[src/inc/ao_channel_pkg.sv]
// Purpose: constants, register map and carrier types for the analog output channel
// Assumes: values are signed 32-bit fixed point in micro units (1e-6 mA or scale unit)
// Notes: rate is in milli units per second, i.e. micro units per millisecond
package ao_channel_pkg;
    // register byte offsets
    localparam logic [7:0] OFS_CTRL = 8'h00;
    localparam logic [7:0] OFS_LOWER_LIMIT = 8'h04;
    localparam logic [7:0] OFS_UPPER_LIMIT = 8'h08;
    localparam logic [7:0] OFS_SUBST_VALUE = 8'h0c;
    localparam logic [7:0] OFS_DURATION = 8'h10;
    localparam logic [7:0] OFS_FINAL_VALUE = 8'h14;
    localparam logic [7:0] OFS_RATE = 8'h18;
    localparam logic [7:0] OFS_LOW_SIGNAL = 8'h1c;
    localparam logic [7:0] OFS_HIGH_SIGNAL = 8'h20;
    localparam logic [7:0] OFS_LOWER_SCALE = 8'h24;
    localparam logic [7:0] OFS_UPPER_SCALE = 8'h28;
    localparam logic [7:0] OFS_STATUS = 8'h2c;
    localparam logic [7:0] OFS_OUTPUT = 8'h30;
    // control field positions
    localparam int CTRL_USER_BIT = 0;
    localparam int CTRL_RAMP_BIT = 1;
    localparam int CTRL_HART_BIT = 2;
    // reset values
    localparam logic RST_FAULT_USER = 1'b1;
    localparam logic RST_RAMP_ON = 1'b0;
    localparam logic RST_HART_ON = 1'b1;
    localparam logic [31:0] RST_LOWER_LIMIT = 32'h0000_0000;
    localparam logic [31:0] RST_UPPER_LIMIT = 32'h014f_b180;
    localparam logic [31:0] RST_SUBST_VALUE = 32'h0000_0000;
    localparam logic [15:0] RST_DURATION = 16'h0000;
    localparam logic [31:0] RST_FINAL_VALUE = 32'h0000_0000;
    localparam logic [31:0] RST_RATE = 32'h0000_03e8;
    localparam logic [31:0] RST_LOW_SIGNAL = 32'h003d_0900;
    localparam logic [31:0] RST_HIGH_SIGNAL = 32'h0131_2d00;
    localparam logic [31:0] RST_LOWER_SCALE = 32'h003d_0900;
    localparam logic [31:0] RST_UPPER_SCALE = 32'h0131_2d00;
    localparam logic [15:0] DURATION_MAX_S = 16'h1c20;
    localparam logic [31:0] RATE_MIN = 32'h0000_0001;
    // timing
    localparam int CLK_PERIOD_NS = 100;
    localparam int MS_TICK_NS = 1_000_000;
    localparam int CYCLES_PER_MS = (MS_TICK_NS + CLK_PERIOD_NS - 1) / CLK_PERIOD_NS;
    localparam logic [9:0] MS_PER_S = 10'h3e8;
    localparam int GAIN_FRAC = 16;
    localparam logic [5:0] DIV_STEPS = 6'h31;
    // fault state, gray along normal -> substitute -> final
    typedef enum logic [1:0] {
        ST_NORMAL = 2'b00,
        ST_SUBST = 2'b01,
        ST_FINAL = 2'b11
    } fault_state_t;
    typedef struct packed {
        logic faultUser;
        logic rampOn;
        logic hartOn;
        logic [31:0] lowerLimit;
        logic [31:0] upperLimit;
        logic [31:0] substValue;
        logic [15:0] duration;
        logic [31:0] finalValue;
        logic [31:0] rate;
        logic [31:0] lowSignal;
        logic [31:0] highSignal;
        logic [31:0] lowerScale;
        logic [31:0] upperScale;
    } cfg_t;
    typedef struct packed {
        logic rangeOrder;
        logic durationLong;
    } cfg_err_t;
endpackage : ao_channel_pkg

[src/core/analog_output_channel_control.sv]
// Purpose: one analog current output channel: ramp, scale, clamp and fault behaviour
// Assumes: bus value and fault inputs synchronous to clock
// Notes: gain of the scaling is recomputed by a serial divider after scaling writes
//
// What this block does
// RULE1 - in normal state output below the configured lower limit is raised to it, default zero
// RULE2 - in normal state output above the configured upper limit is cut to it, default 22
// RULE3 - flag error unless low signal is strictly below high signal
// RULE4 - fault mode selects hold last value or user substitute, default substitute
// RULE5 - in user fault mode drive the configured substitute value, default zero
// RULE6 - keep fault output for duration seconds, then switch to final value
// RULE7 - zero duration keeps the fault output forever; zero is default
// RULE8 - flag error when fault duration exceeds 7200 seconds
// RULE9 - after duration expires drive the configured final value, default zero
// RULE10 - ramping off, the default, passes each bus value straight through
// RULE11 - ramping on limits output change to the configured rate, default 1
// RULE12 - HART switch off blocks all HART attempts; default on
// RULE13 - low signal current maps to lower scale, high signal to upper scale
// RULE14 - fault enters fault handling, restarts timer, clearing fault resumes normal
`timescale 1ns/1ps
`default_nettype none
module analog_output_channel_control
    import ao_channel_pkg::*;
#(
    parameter int CyclesPerMs = CYCLES_PER_MS
) (
    // clock and reset
    input wire logic clock,
    input wire logic rst,
    // register port
    input wire logic [7:0] regAddr,
    input wire logic [31:0] regWdata,
    input wire logic regWrite,
    input wire logic regRead,
    output logic [31:0] regRdata,
    // cyclic bus value and faults
    input wire logic [31:0] busValue,
    input wire logic busValid,
    input wire logic chanFault,
    input wire logic commFault,
    // hart gating
    input wire logic hartReq,
    output logic hartStart,
    // channel outputs
    output logic [31:0] aoOut,
    output logic faultActive,
    output var cfg_err_t cfgError
);
    cfg_t cfg_r;
    fault_state_t state_r;
    cfg_err_t cfgError_r;
    logic [31:0] regRdata_r;
    logic [31:0] target_r;
    logic [31:0] rampPos_r;
    logic [31:0] scaled_r;
    logic [31:0] aoOut_r;
    logic [31:0] holdVal_r;
    logic hartStart_r;
    logic [31:0] preCnt_r;
    logic msTick;
    logic [9:0] msCnt_r;
    logic [15:0] secCnt_r;
    logic faultNow;
    logic scaleWrite;
    logic divPending_r;
    logic divBusy_r;
    logic [5:0] divCnt_r;
    logic [48:0] divNum_r;
    logic [32:0] divDen_r;
    logic [33:0] divRem_r;
    logic divNeg_r;
    logic signed [49:0] gain_r;
    logic gainValid_r;
    assign faultNow = chanFault | commFault;
    assign scaleWrite = regWrite && (regAddr == OFS_LOW_SIGNAL || regAddr == OFS_HIGH_SIGNAL ||
                        regAddr == OFS_LOWER_SCALE || regAddr == OFS_UPPER_SCALE);
    function automatic logic [32:0] absDiff(input logic [31:0] a, input logic [31:0] b);
        logic signed [32:0] d;
        d = $signed({a[31], a}) - $signed({b[31], b});
        absDiff = d[32] ? 33'(-d) : 33'(d);
    endfunction : absDiff
    function automatic logic sgnDiff(input logic [31:0] a, input logic [31:0] b);
        sgnDiff = $signed(a) < $signed(b);
    endfunction : sgnDiff
    // register writes
    always_ff @(posedge clock or posedge rst) begin
        if (rst) begin
            cfg_r <= '{RST_FAULT_USER, RST_RAMP_ON, RST_HART_ON, RST_LOWER_LIMIT,
                       RST_UPPER_LIMIT, RST_SUBST_VALUE, RST_DURATION, RST_FINAL_VALUE,
                       RST_RATE, RST_LOW_SIGNAL, RST_HIGH_SIGNAL, RST_LOWER_SCALE,
                       RST_UPPER_SCALE};
        end else if (regWrite) begin
            case (regAddr)
                OFS_CTRL: begin
                    cfg_r.faultUser <= regWdata[CTRL_USER_BIT];
                    cfg_r.rampOn <= regWdata[CTRL_RAMP_BIT];
                    cfg_r.hartOn <= regWdata[CTRL_HART_BIT];
                end
                OFS_LOWER_LIMIT: cfg_r.lowerLimit <= regWdata;
                OFS_UPPER_LIMIT: cfg_r.upperLimit <= regWdata;
                OFS_SUBST_VALUE: cfg_r.substValue <= regWdata;
                OFS_DURATION: cfg_r.duration <= regWdata[15:0];
                OFS_FINAL_VALUE: cfg_r.finalValue <= regWdata;
                OFS_RATE: cfg_r.rate <= (regWdata < RATE_MIN) ? RATE_MIN : regWdata;
                OFS_LOW_SIGNAL: cfg_r.lowSignal <= regWdata;
                OFS_HIGH_SIGNAL: cfg_r.highSignal <= regWdata;
                OFS_LOWER_SCALE: cfg_r.lowerScale <= regWdata;
                OFS_UPPER_SCALE: cfg_r.upperScale <= regWdata;
                default: ;
            endcase
        end
    end
    // register reads, data one cycle later
    always_ff @(posedge clock or posedge rst) begin
        if (rst) begin
            regRdata_r <= 32'h0000_0000;
        end else if (regRead) begin
            case (regAddr)
                OFS_CTRL: regRdata_r <= {29'h0, cfg_r.hartOn, cfg_r.rampOn,
                                         cfg_r.faultUser};
                OFS_LOWER_LIMIT: regRdata_r <= cfg_r.lowerLimit;
                OFS_UPPER_LIMIT: regRdata_r <= cfg_r.upperLimit;
                OFS_SUBST_VALUE: regRdata_r <= cfg_r.substValue;
                OFS_DURATION: regRdata_r <= {16'h0000, cfg_r.duration};
                OFS_FINAL_VALUE: regRdata_r <= cfg_r.finalValue;
                OFS_RATE: regRdata_r <= cfg_r.rate;
                OFS_LOW_SIGNAL: regRdata_r <= cfg_r.lowSignal;
                OFS_HIGH_SIGNAL: regRdata_r <= cfg_r.highSignal;
                OFS_LOWER_SCALE: regRdata_r <= cfg_r.lowerScale;
                OFS_UPPER_SCALE: regRdata_r <= cfg_r.upperScale;
                OFS_STATUS: regRdata_r <= {26'h0, gainValid_r, cfgError_r,
                                           state_r, faultActive};
                OFS_OUTPUT: regRdata_r <= aoOut_r;
                default: regRdata_r <= 32'h0000_0000;
            endcase
        end else begin
            regRdata_r <= 32'h0000_0000;
        end
    end
    // parameter validation
    always_ff @(posedge clock or posedge rst) begin
        if (rst) begin
            cfgError_r <= '0;
        end else begin
            // RULE3 range order check
            cfgError_r.rangeOrder <= !($signed(cfg_r.lowSignal) < $signed(cfg_r.highSignal));
            // RULE8 duration limit check
            cfgError_r.durationLong <= cfg_r.duration > DURATION_MAX_S;
        end
    end
    // millisecond tick timebase
    always_ff @(posedge clock or posedge rst) begin
        if (rst) begin
            preCnt_r <= 32'h0000_0000;
        end else if (preCnt_r == 32'(CyclesPerMs - 1)) begin
            preCnt_r <= 32'h0000_0000;
        end else begin
            preCnt_r <= preCnt_r + 32'h0000_0001;
        end
    end
    assign msTick = (preCnt_r == 32'(CyclesPerMs - 1));
    // target latch and ramp
    always_ff @(posedge clock or posedge rst) begin
        if (rst) begin
            target_r <= RST_LOWER_SCALE;
            rampPos_r <= RST_LOWER_SCALE;
        end else begin
            if (busValid) begin
                target_r <= busValue;
            end
            if (!cfg_r.rampOn) begin
                // RULE10 direct output
                rampPos_r <= target_r;
            end else if (msTick) begin
                // RULE11 rate limited step
                if (absDiff(target_r, rampPos_r) <= {1'b0, cfg_r.rate}) begin
                    rampPos_r <= target_r;
                end else if (sgnDiff(rampPos_r, target_r)) begin
                    rampPos_r <= rampPos_r + cfg_r.rate;
                end else begin
                    rampPos_r <= rampPos_r - cfg_r.rate;
                end
            end
        end
    end
    // serial divider for scaling gain
    always_ff @(posedge clock or posedge rst) begin
        if (rst) begin
            divPending_r <= 1'b1;
            divBusy_r <= 1'b0;
            divCnt_r <= 6'h00;
            divNum_r <= '0;
            divDen_r <= '0;
            divRem_r <= '0;
            divNeg_r <= 1'b0;
            gain_r <= '0;
            gainValid_r <= 1'b0;
        end else if (scaleWrite) begin
            divPending_r <= 1'b1;
            divBusy_r <= 1'b0;
            gainValid_r <= 1'b0;
        end else if (divPending_r) begin
            divPending_r <= 1'b0;
            divBusy_r <= 1'b1;
            divCnt_r <= 6'h00;
            divNum_r <= {absDiff(cfg_r.highSignal, cfg_r.lowSignal), 16'h0000};
            divDen_r <= absDiff(cfg_r.upperScale, cfg_r.lowerScale);
            divRem_r <= '0;
            divNeg_r <= sgnDiff(cfg_r.highSignal, cfg_r.lowSignal) ^
                        sgnDiff(cfg_r.upperScale, cfg_r.lowerScale);
        end else if (divBusy_r) begin
            if (divCnt_r == DIV_STEPS) begin
                divBusy_r <= 1'b0;
                gainValid_r <= 1'b1;
                gain_r <= divNeg_r ? -$signed({1'b0, divNum_r}) : $signed({1'b0, divNum_r});
            end else begin
                divCnt_r <= divCnt_r + 6'h01;
                if ({divRem_r[32:0], divNum_r[48]} >= {1'b0, divDen_r}) begin
                    divRem_r <= {divRem_r[32:0], divNum_r[48]} - {1'b0, divDen_r};
                    divNum_r <= {divNum_r[47:0], 1'b1};
                end else begin
                    divRem_r <= {divRem_r[32:0], divNum_r[48]};
                    divNum_r <= {divNum_r[47:0], 1'b0};
                end
            end
        end
    end
    // scaling to output current
    logic signed [32:0] scaleOfs;
    logic signed [82:0] scaleProd;
    assign scaleOfs = $signed({rampPos_r[31], rampPos_r}) -
                      $signed({cfg_r.lowerScale[31], cfg_r.lowerScale});
    assign scaleProd = scaleOfs * gain_r;
    always_ff @(posedge clock or posedge rst) begin
        if (rst) begin
            scaled_r <= RST_LOW_SIGNAL;
        end else begin
            // RULE13 low and high signal mapping
            scaled_r <= cfg_r.lowSignal + scaleProd[GAIN_FRAC+31:GAIN_FRAC];
        end
    end
    // fault state machine
    always_ff @(posedge clock or posedge rst) begin
        if (rst) begin
            state_r <= ST_NORMAL;
        end else begin
            case (state_r)
                ST_NORMAL: begin
                    // RULE14 enter fault handling
                    if (faultNow) begin
                        state_r <= ST_SUBST;
                    end
                end
                ST_SUBST: begin
                    if (!faultNow) begin
                        state_r <= ST_NORMAL;
                    // RULE6 duration elapsed
                    // RULE7 zero duration never expires
                    end else if (cfg_r.duration != 16'h0000 && secCnt_r >= cfg_r.duration) begin
                        state_r <= ST_FINAL;
                    end
                end
                ST_FINAL: begin
                    if (!faultNow) begin
                        state_r <= ST_NORMAL;
                    end
                end
                default: state_r <= ST_NORMAL;
            endcase
        end
    end
    // fault duration timer, restarted on every entry
    always_ff @(posedge clock or posedge rst) begin
        if (rst) begin
            msCnt_r <= 10'h000;
            secCnt_r <= 16'h0000;
        end else if (state_r == ST_NORMAL) begin
            // RULE14 restart timer
            msCnt_r <= 10'h000;
            secCnt_r <= 16'h0000;
        end else if (msTick) begin
            if (msCnt_r == MS_PER_S - 10'h001) begin
                msCnt_r <= 10'h000;
                if (secCnt_r != 16'hffff) begin
                    secCnt_r <= secCnt_r + 16'h0001;
                end
            end else begin
                msCnt_r <= msCnt_r + 10'h001;
            end
        end
    end
    // output selection and clamp
    always_ff @(posedge clock or posedge rst) begin
        if (rst) begin
            aoOut_r <= RST_LOWER_LIMIT;
            holdVal_r <= RST_LOWER_LIMIT;
        end else begin
            case (state_r)
                ST_NORMAL: begin
                    holdVal_r <= aoOut_r;
                    // RULE1 lower limit clamp
                    if ($signed(scaled_r) < $signed(cfg_r.lowerLimit)) begin
                        aoOut_r <= cfg_r.lowerLimit;
                    // RULE2 upper limit clamp
                    end else if ($signed(scaled_r) > $signed(cfg_r.upperLimit)) begin
                        aoOut_r <= cfg_r.upperLimit;
                    end else begin
                        aoOut_r <= scaled_r;
                    end
                end
                // RULE4 hold or substitute
                // RULE5 substitute value
                ST_SUBST: aoOut_r <= cfg_r.faultUser ? cfg_r.substValue : holdVal_r;
                // RULE9 final value
                ST_FINAL: aoOut_r <= cfg_r.finalValue;
                default: aoOut_r <= cfg_r.finalValue;
            endcase
        end
    end

    // hart gating
    always_ff @(posedge clock or posedge rst) begin
        if (rst) begin
            hartStart_r <= 1'b0;
        end else begin
            // RULE12 hart switch
            hartStart_r <= hartReq && cfg_r.hartOn;
        end
    end
    logic faultActive_r;
    always_ff @(posedge clock or posedge rst) begin
        if (rst) begin
            faultActive_r <= 1'b0;
        end else begin
            faultActive_r <= faultNow;
        end
    end
    assign regRdata = regRdata_r;
    assign hartStart = hartStart_r;
    assign aoOut = aoOut_r;
    assign faultActive = faultActive_r;
    assign cfgError = cfgError_r;
endmodule : analog_output_channel_control
`default_nettype wire

[config.mk]
export PLATFORM = sky130hd
export DESIGN_NAME = analog_output_channel_control
export DESIGN_NICKNAME = d
export VERILOG_FILES = /design/src/inc/ao_channel_pkg.sv /design/src/core/analog_output_channel_control.sv
export SDC_FILE = /design/constraint.sdc
export NUM_CORES = 2
export LEC_CHECK = 0
export BUFFER_PORTS_ARGS = -buffer_cell sky130_fd_sc_hd__buf_2
export CAP_MARGIN = 20
export CORE_ASPECT_RATIO = 0.6
export CORE_MARGIN = 2
export CORE_UTILIZATION = 40
export CTS_BUF_LIST = sky130_fd_sc_hd__clkbuf_8 sky130_fd_sc_hd__clkbuf_16
export CTS_CLUSTER_SIZE = 10
export DETAILED_ROUTE_END_ITERATION = 8
export PLACE_DENSITY = 0.56
export SLEW_MARGIN = 5
export SYNTH_ARGS = -nofsm -noshare
export SYNTH_HDL_FRONTEND = slang
export SYNTH_SLANG_ARGS = --single-unit
[constraint.sdc]
create_clock -name clock -period 28.4 [get_ports clock]
set_input_delay 8.52 -clock clock [delete_from_list [all_inputs] [get_ports clock]]
set_output_delay 8.52 -clock clock [all_outputs]
set_load 0.02 [all_outputs]
# == After elaboration in Yosys (flattened, before gate mapping) ==
# Index checks and enable logic that the tools add are counted.
# classes
div_mod_pow,0
multipliers,1
reduce_logical,33
n_shift,0
n_lt_le_gt_ge,11
muxes,48
addsub,16
bitwise_logic,4
eq_ne,24
# ops
op,count
32-bit case mux with 13 select lines,1
32-bit two-way mux,10
33-bit two-way mux,7
32-bit less-than comparator,5
49-bit two-way mux,3
32-bit by 32-bit subtractor with 33-bit output,4
33-bit negation,3
32-bit adder,2
16-bit two-way mux,4
32-bit case mux with 2 select lines,1
33-bit by 50-bit multiplier with 48-bit output,1
50-bit two-way mux,1
49-bit negation with 50-bit output,1
"8-bit by 6-bit equality test with 1-bit output, second input constant",5
34-bit by 33-bit greater-or-equal comparator with 1-bit output,1
33-bit by 32-bit less-or-equal comparator with 1-bit output,1
33-bit subtractor,1
"32-bit by 1-bit adder with 32-bit output, second input constant",1
"32-bit by 14-bit equality test with 1-bit output, second input constant",1
"8-bit by 5-bit equality test with 1-bit output, second input constant",4
32-bit > comparator,1
"32-bit by 1-bit less-than comparator with 1-bit output, second input constant",1
32-bit subtractor,1
10-bit two-way mux,3
other kinds (32),74
# totals
output_inout_bits,68
in_bits,80
mem_bits_ro,0
ram_bits,0
latchBits,0
mem_count,0
regBits,738

# == Depth between registers and ports, before layout ==
# depth
ltp_word,7
mapped_depth,54
ltp_nobuf,53

# == Worst setup path before layout ==
# No wires, ideal clock.
# synth_path
path_type,reg-to-reg
startpoint,register rampPos_r[0]
endpoint,register scaled_r[31]
arrival_time_ns,11.152
n_path_buf,1
stages_incl_launch_ff,50
setup_ns,0.125
t_required_ns,28.275
setup_slack_ns,17.123
path_cell_list,dfrtp_1 -> inv_1 -> ha_1 -> fa_1 -> nor2b_1 -> o31a_1 -> o311ai_1 -> a21oi_1 -> o41a_1 -> o31a_1 -> a21o_1 -> a21oi_1 -> xnor2_1 -> clkbuf_1 -> nand2_1 -> fa_1 -> fa_1 -> inv_1 -> (+14 left out) -> nor2_1 -> o21ai_0 -> nor2b_1 -> nor2b_1 -> o21a_1 -> nor2_1 -> ha_1 -> nor2b_1 -> or2_2 -> o21ai_0 -> o21ai_0 -> a21o_1 -> a21o_1 -> a21o_1 -> a21oi_1 -> o21a_1 -> o21ai_0 -> xnor2_1
# synth_via
elab_chain_cells,3
# synth_lines
element,line_no,rtl
"start, declared",analog_output_channel_control.sv:54,logic [31:0] rampPos_r;
"start signal, assigned",analog_output_channel_control.sv:173,rampPos_r <= target_r;
"start signal, assigned",analog_output_channel_control.sv:177,rampPos_r <= target_r;
"start signal, assigned",analog_output_channel_control.sv:179,rampPos_r <= rampPos_r + cfg_r.rate;
32-bit by 32-bit subtractor with 33-bit output,analog_output_channel_control.sv:231,"assign scaleOfs = $signed({rampPos_r[31], rampPos_r}) -"
33-bit by 50-bit multiplier with 48-bit output,analog_output_channel_control.sv:233,assign scaleProd = scaleOfs * gain_r;
32-bit adder,analog_output_channel_control.sv:239,scaled_r <= cfg_r.lowSignal + scaleProd[GAIN_FRAC+31:GAIN_FRAC];
"end signal, assigned",analog_output_channel_control.sv:239,
"end, declared",analog_output_channel_control.sv:55,logic [31:0] scaled_r;
# No other way between the ends.
# A chain may end at the register's enable or synchronous reset.

# == Final worst setup path ==
# layout_path
startpoint,register cfg_r[33] (netlist bit)
endpoint,register scaled_r[31]
# layout_via
elab_chain_cells,3
# layout_lines
element,line_no,rtl
"start, declared",analog_output_channel_control.sv:49,cfg_t cfg_r;
"start signal, assigned",analog_output_channel_control.sv:88,"cfg_r <= '{RST_FAULT_USER, RST_RAMP_ON, RST_HART_ON, RST_LOWER_LIMIT,"
32-bit by 32-bit subtractor with 33-bit output,analog_output_channel_control.sv:231,
33-bit by 50-bit multiplier with 48-bit output,analog_output_channel_control.sv:233,
32-bit adder,analog_output_channel_control.sv:239,
# No other way between the ends.

==> results.yml <==
die:
  io_pins: 148
  fp.dieW_um: 578
  row_count: 126
  die-area_um2: 202000
  start_util_pct: 40.3
  core_area_um2: 197000
  die-height_um: 349
grt:
  antenna_found_initial: 8
  grt_first_pass_wirelength_um: 413000
  grt.total_usage_pct: 27.2
  overflow: 0
  grt_pass1_vias: 63221
  grt_start_max_net_pins: 148
critical_path:
  cp_common_cell: "fa_1"
  crit_required_ns: 28.94
  crit_slowest_cell: "a2111oi_0"
  startpoint_type: "flop"
  critical_path_arrival_ns: 14.37
  cp_max_fo: 17
  crit_path_end_kind: "flop"
  path_class: "reg -> reg"
  worst_path_largest_cell_delay_ns: 0.84
synth:
  async_flop_share_pct: 100
  yosysTopAreaCell: "fa_1"
  netlist_instances: 8512
  syn_area_um2: 79200
  synth-seq-cells: 736
  ys_types: 89
  synth-edff-count: 0
  ys.flop_type: "dfrtp_1"
  syn-num-nets: 10024
  synth.top_cell.area_share_pct: 23.0
  synth.avg_cell_area_um2: 9.30
  yosysWarnings: 0
  seq_area_frac_synth_pct: 23.4
  yosys-top-cells-area: "fa_1 (23%), dfrtp_1 (21%), ha_1 (8.2%)"
timing:
  fmax_ghz: 0.0723
  tns_ns: 0
  rsz0062_at_grt: "no"
  finalSetupViolations: 0
  finClkSkew_ns: 0.0339
  period_needed_ns: 13.83
  slew_headroom_pct: 6.02
  hold_violations: 0
  final.period_utilization_pct: 48.7
  worst_pin_slew_ns: 1.41
  maxSlewViolCount: 0
cts:
  htree_levels: 3
  clock-sinks: 736
  clk-insertion-delay-late_ns: 0.69
  ctsLongestPathBuffers: 3
  path_clk_slew_ns: 0.07
  cts_tree: "done"
  post_cts_buffers: 0
  cts_hold_buf: 0
  numCtsBuffers: 85
  root_buffer: "clkbuf_16"
  cts.repair.resized: 0
cells_and_area:
  final_core_util_pct: 43.5
  final_cell_area_um2: 85600
  drive_gt1_share_pct: 11.0
  layout_common_cells: "inv_1 (1303), nand2_1 (1085), fa_1 (909), dfrtp_1 (645), ha_1 (521)"
  final_common_cell: "inv_1"
  fin_nets: 9964
  syn2layout_area_growth_pct: 8.05
placement:
  io_buffers: 147
  place_area_um2: 82900
  place_congestion: 0.978
  dpl.hpwl_um: 214000
detailed_routing:
  wirelength_um: 272000
  wire_per_inst_um: 24.4
  post_drt_via_cell_ratio: 5.66
  drc: 0
  dr.pass1.iters: 6
  drt_first_iter_violations: 6364
  ant_nets: 0
  route.vias.total: 63138
run:
  cap_violations: 0
min_path:
  hp-class: "reg -> reg"
run_status:
  status: "complete, no violations"
## worst paths after layout
path                                  start      endpoint  slack [ns]  cells after the start
worst min-delay path            preCnt_r[0]   preCnt_r[0]        0.46                      1
worst max register to register    cfg_r[33]  scaled_r[31]       14.57                     46
max in group asynchronous               rst  target_r[28]       16.70                      6
worst min register to register  preCnt_r[0]   preCnt_r[0]        0.46                      1
min in group asynchronous               rst   regRdata[4]        7.99                      2
worst max-delay path              cfg_r[33]  scaled_r[31]       14.57                     46
## kinds of logic (layout without fill, tap and decap cells)
logic type | after synthesis | after routing | synth area share [%]
compound gates | 1371 | 1371 | 11.4
xor+xnor | 461 | 461 | 5.25
fa+ha+maj | 1432 | 1432 | 31.3
buf+inv | 1670 | 1681 | 7.94
flops | 736 | 736 | 23.4
mux | 493 | 493 | 6.82
other cells | 0 | 5 | 0
simple gates | 2349 | 2349 | 14.0
## per-stage QoR
stage          hold slack [ns]  worst slack, ns  cells
4_1_cts                  0.460            14.87  11142
3_3_place_gp             0.440            15.02  10984
2_1_floorplan            0.425             9.85   8512
6_report                 0.456            14.57  11152
3_5_place_dp             0.451            14.94  10984
5_1_grt                  0.482            14.04  11147
## layout make-up
class | count | area, um2
fillers | 19047 | 111000
multi-input cells | 6106 | 54700
flip-flops and latches | 736 | 18500
inverters | 1245 | 4680
well taps | 2624 | 3280
clock buffers | 86 | 2150
repair buffers | 278 | 1770
clock inverters | 72 | 405
diodes | 5 | 12.5
## layer usage
layer  wire length, um  GRT usage, %  part of all wire, %
met4              4950          4.79                  1.8
met1            134000          43.5                   49
met5                24             0               0.0088
met3             29400          7.71                   11
met2            104000          35.8                   38
## cell usage after synthesis (48+ instances only)
master	instances
inv_1	1243
nand2_1	1085
fa_1	910
dfrtp_1	665
ha_1	522
mux2_2	372
clkbuf_1	371
o21ai_0	341
nor2_1	337
a21oi_1	325
xnor2_1	271
and2_1	270
xor2_1	181
nor2b_1	143
a21o_1	124
mux2i_1	121
nand3_1	89
nor3_1	80
a22o_1	79
a221oi_1	73
dfstp_2	71
nand4_1	63
nand2b_1	61
a31oi_1	51
buf_1	48
o31ai_1	48
## critical path: cells and delay by family, from the launching register on
family | cells | cell delay (ns)
fa+ha+maj | 11 | 5.00
xor+xnor | 1 | 0.14
buf+inv | 7 | 0.75
simple gates | 7 | 1.12
flops | 1 | 0.46
compound gates | 20 | 6.16
## registers in the layout, summed over array words and instances, names as in the netlist, 33 cells and up
signal    flops
divRem_r     33
cfg_r       307
divNum_r     49
divDen_r     33
gain_r       48
Power is not shown: default switching activity piles up to over one toggle a cycle in this logic, so the estimate is an artifact.
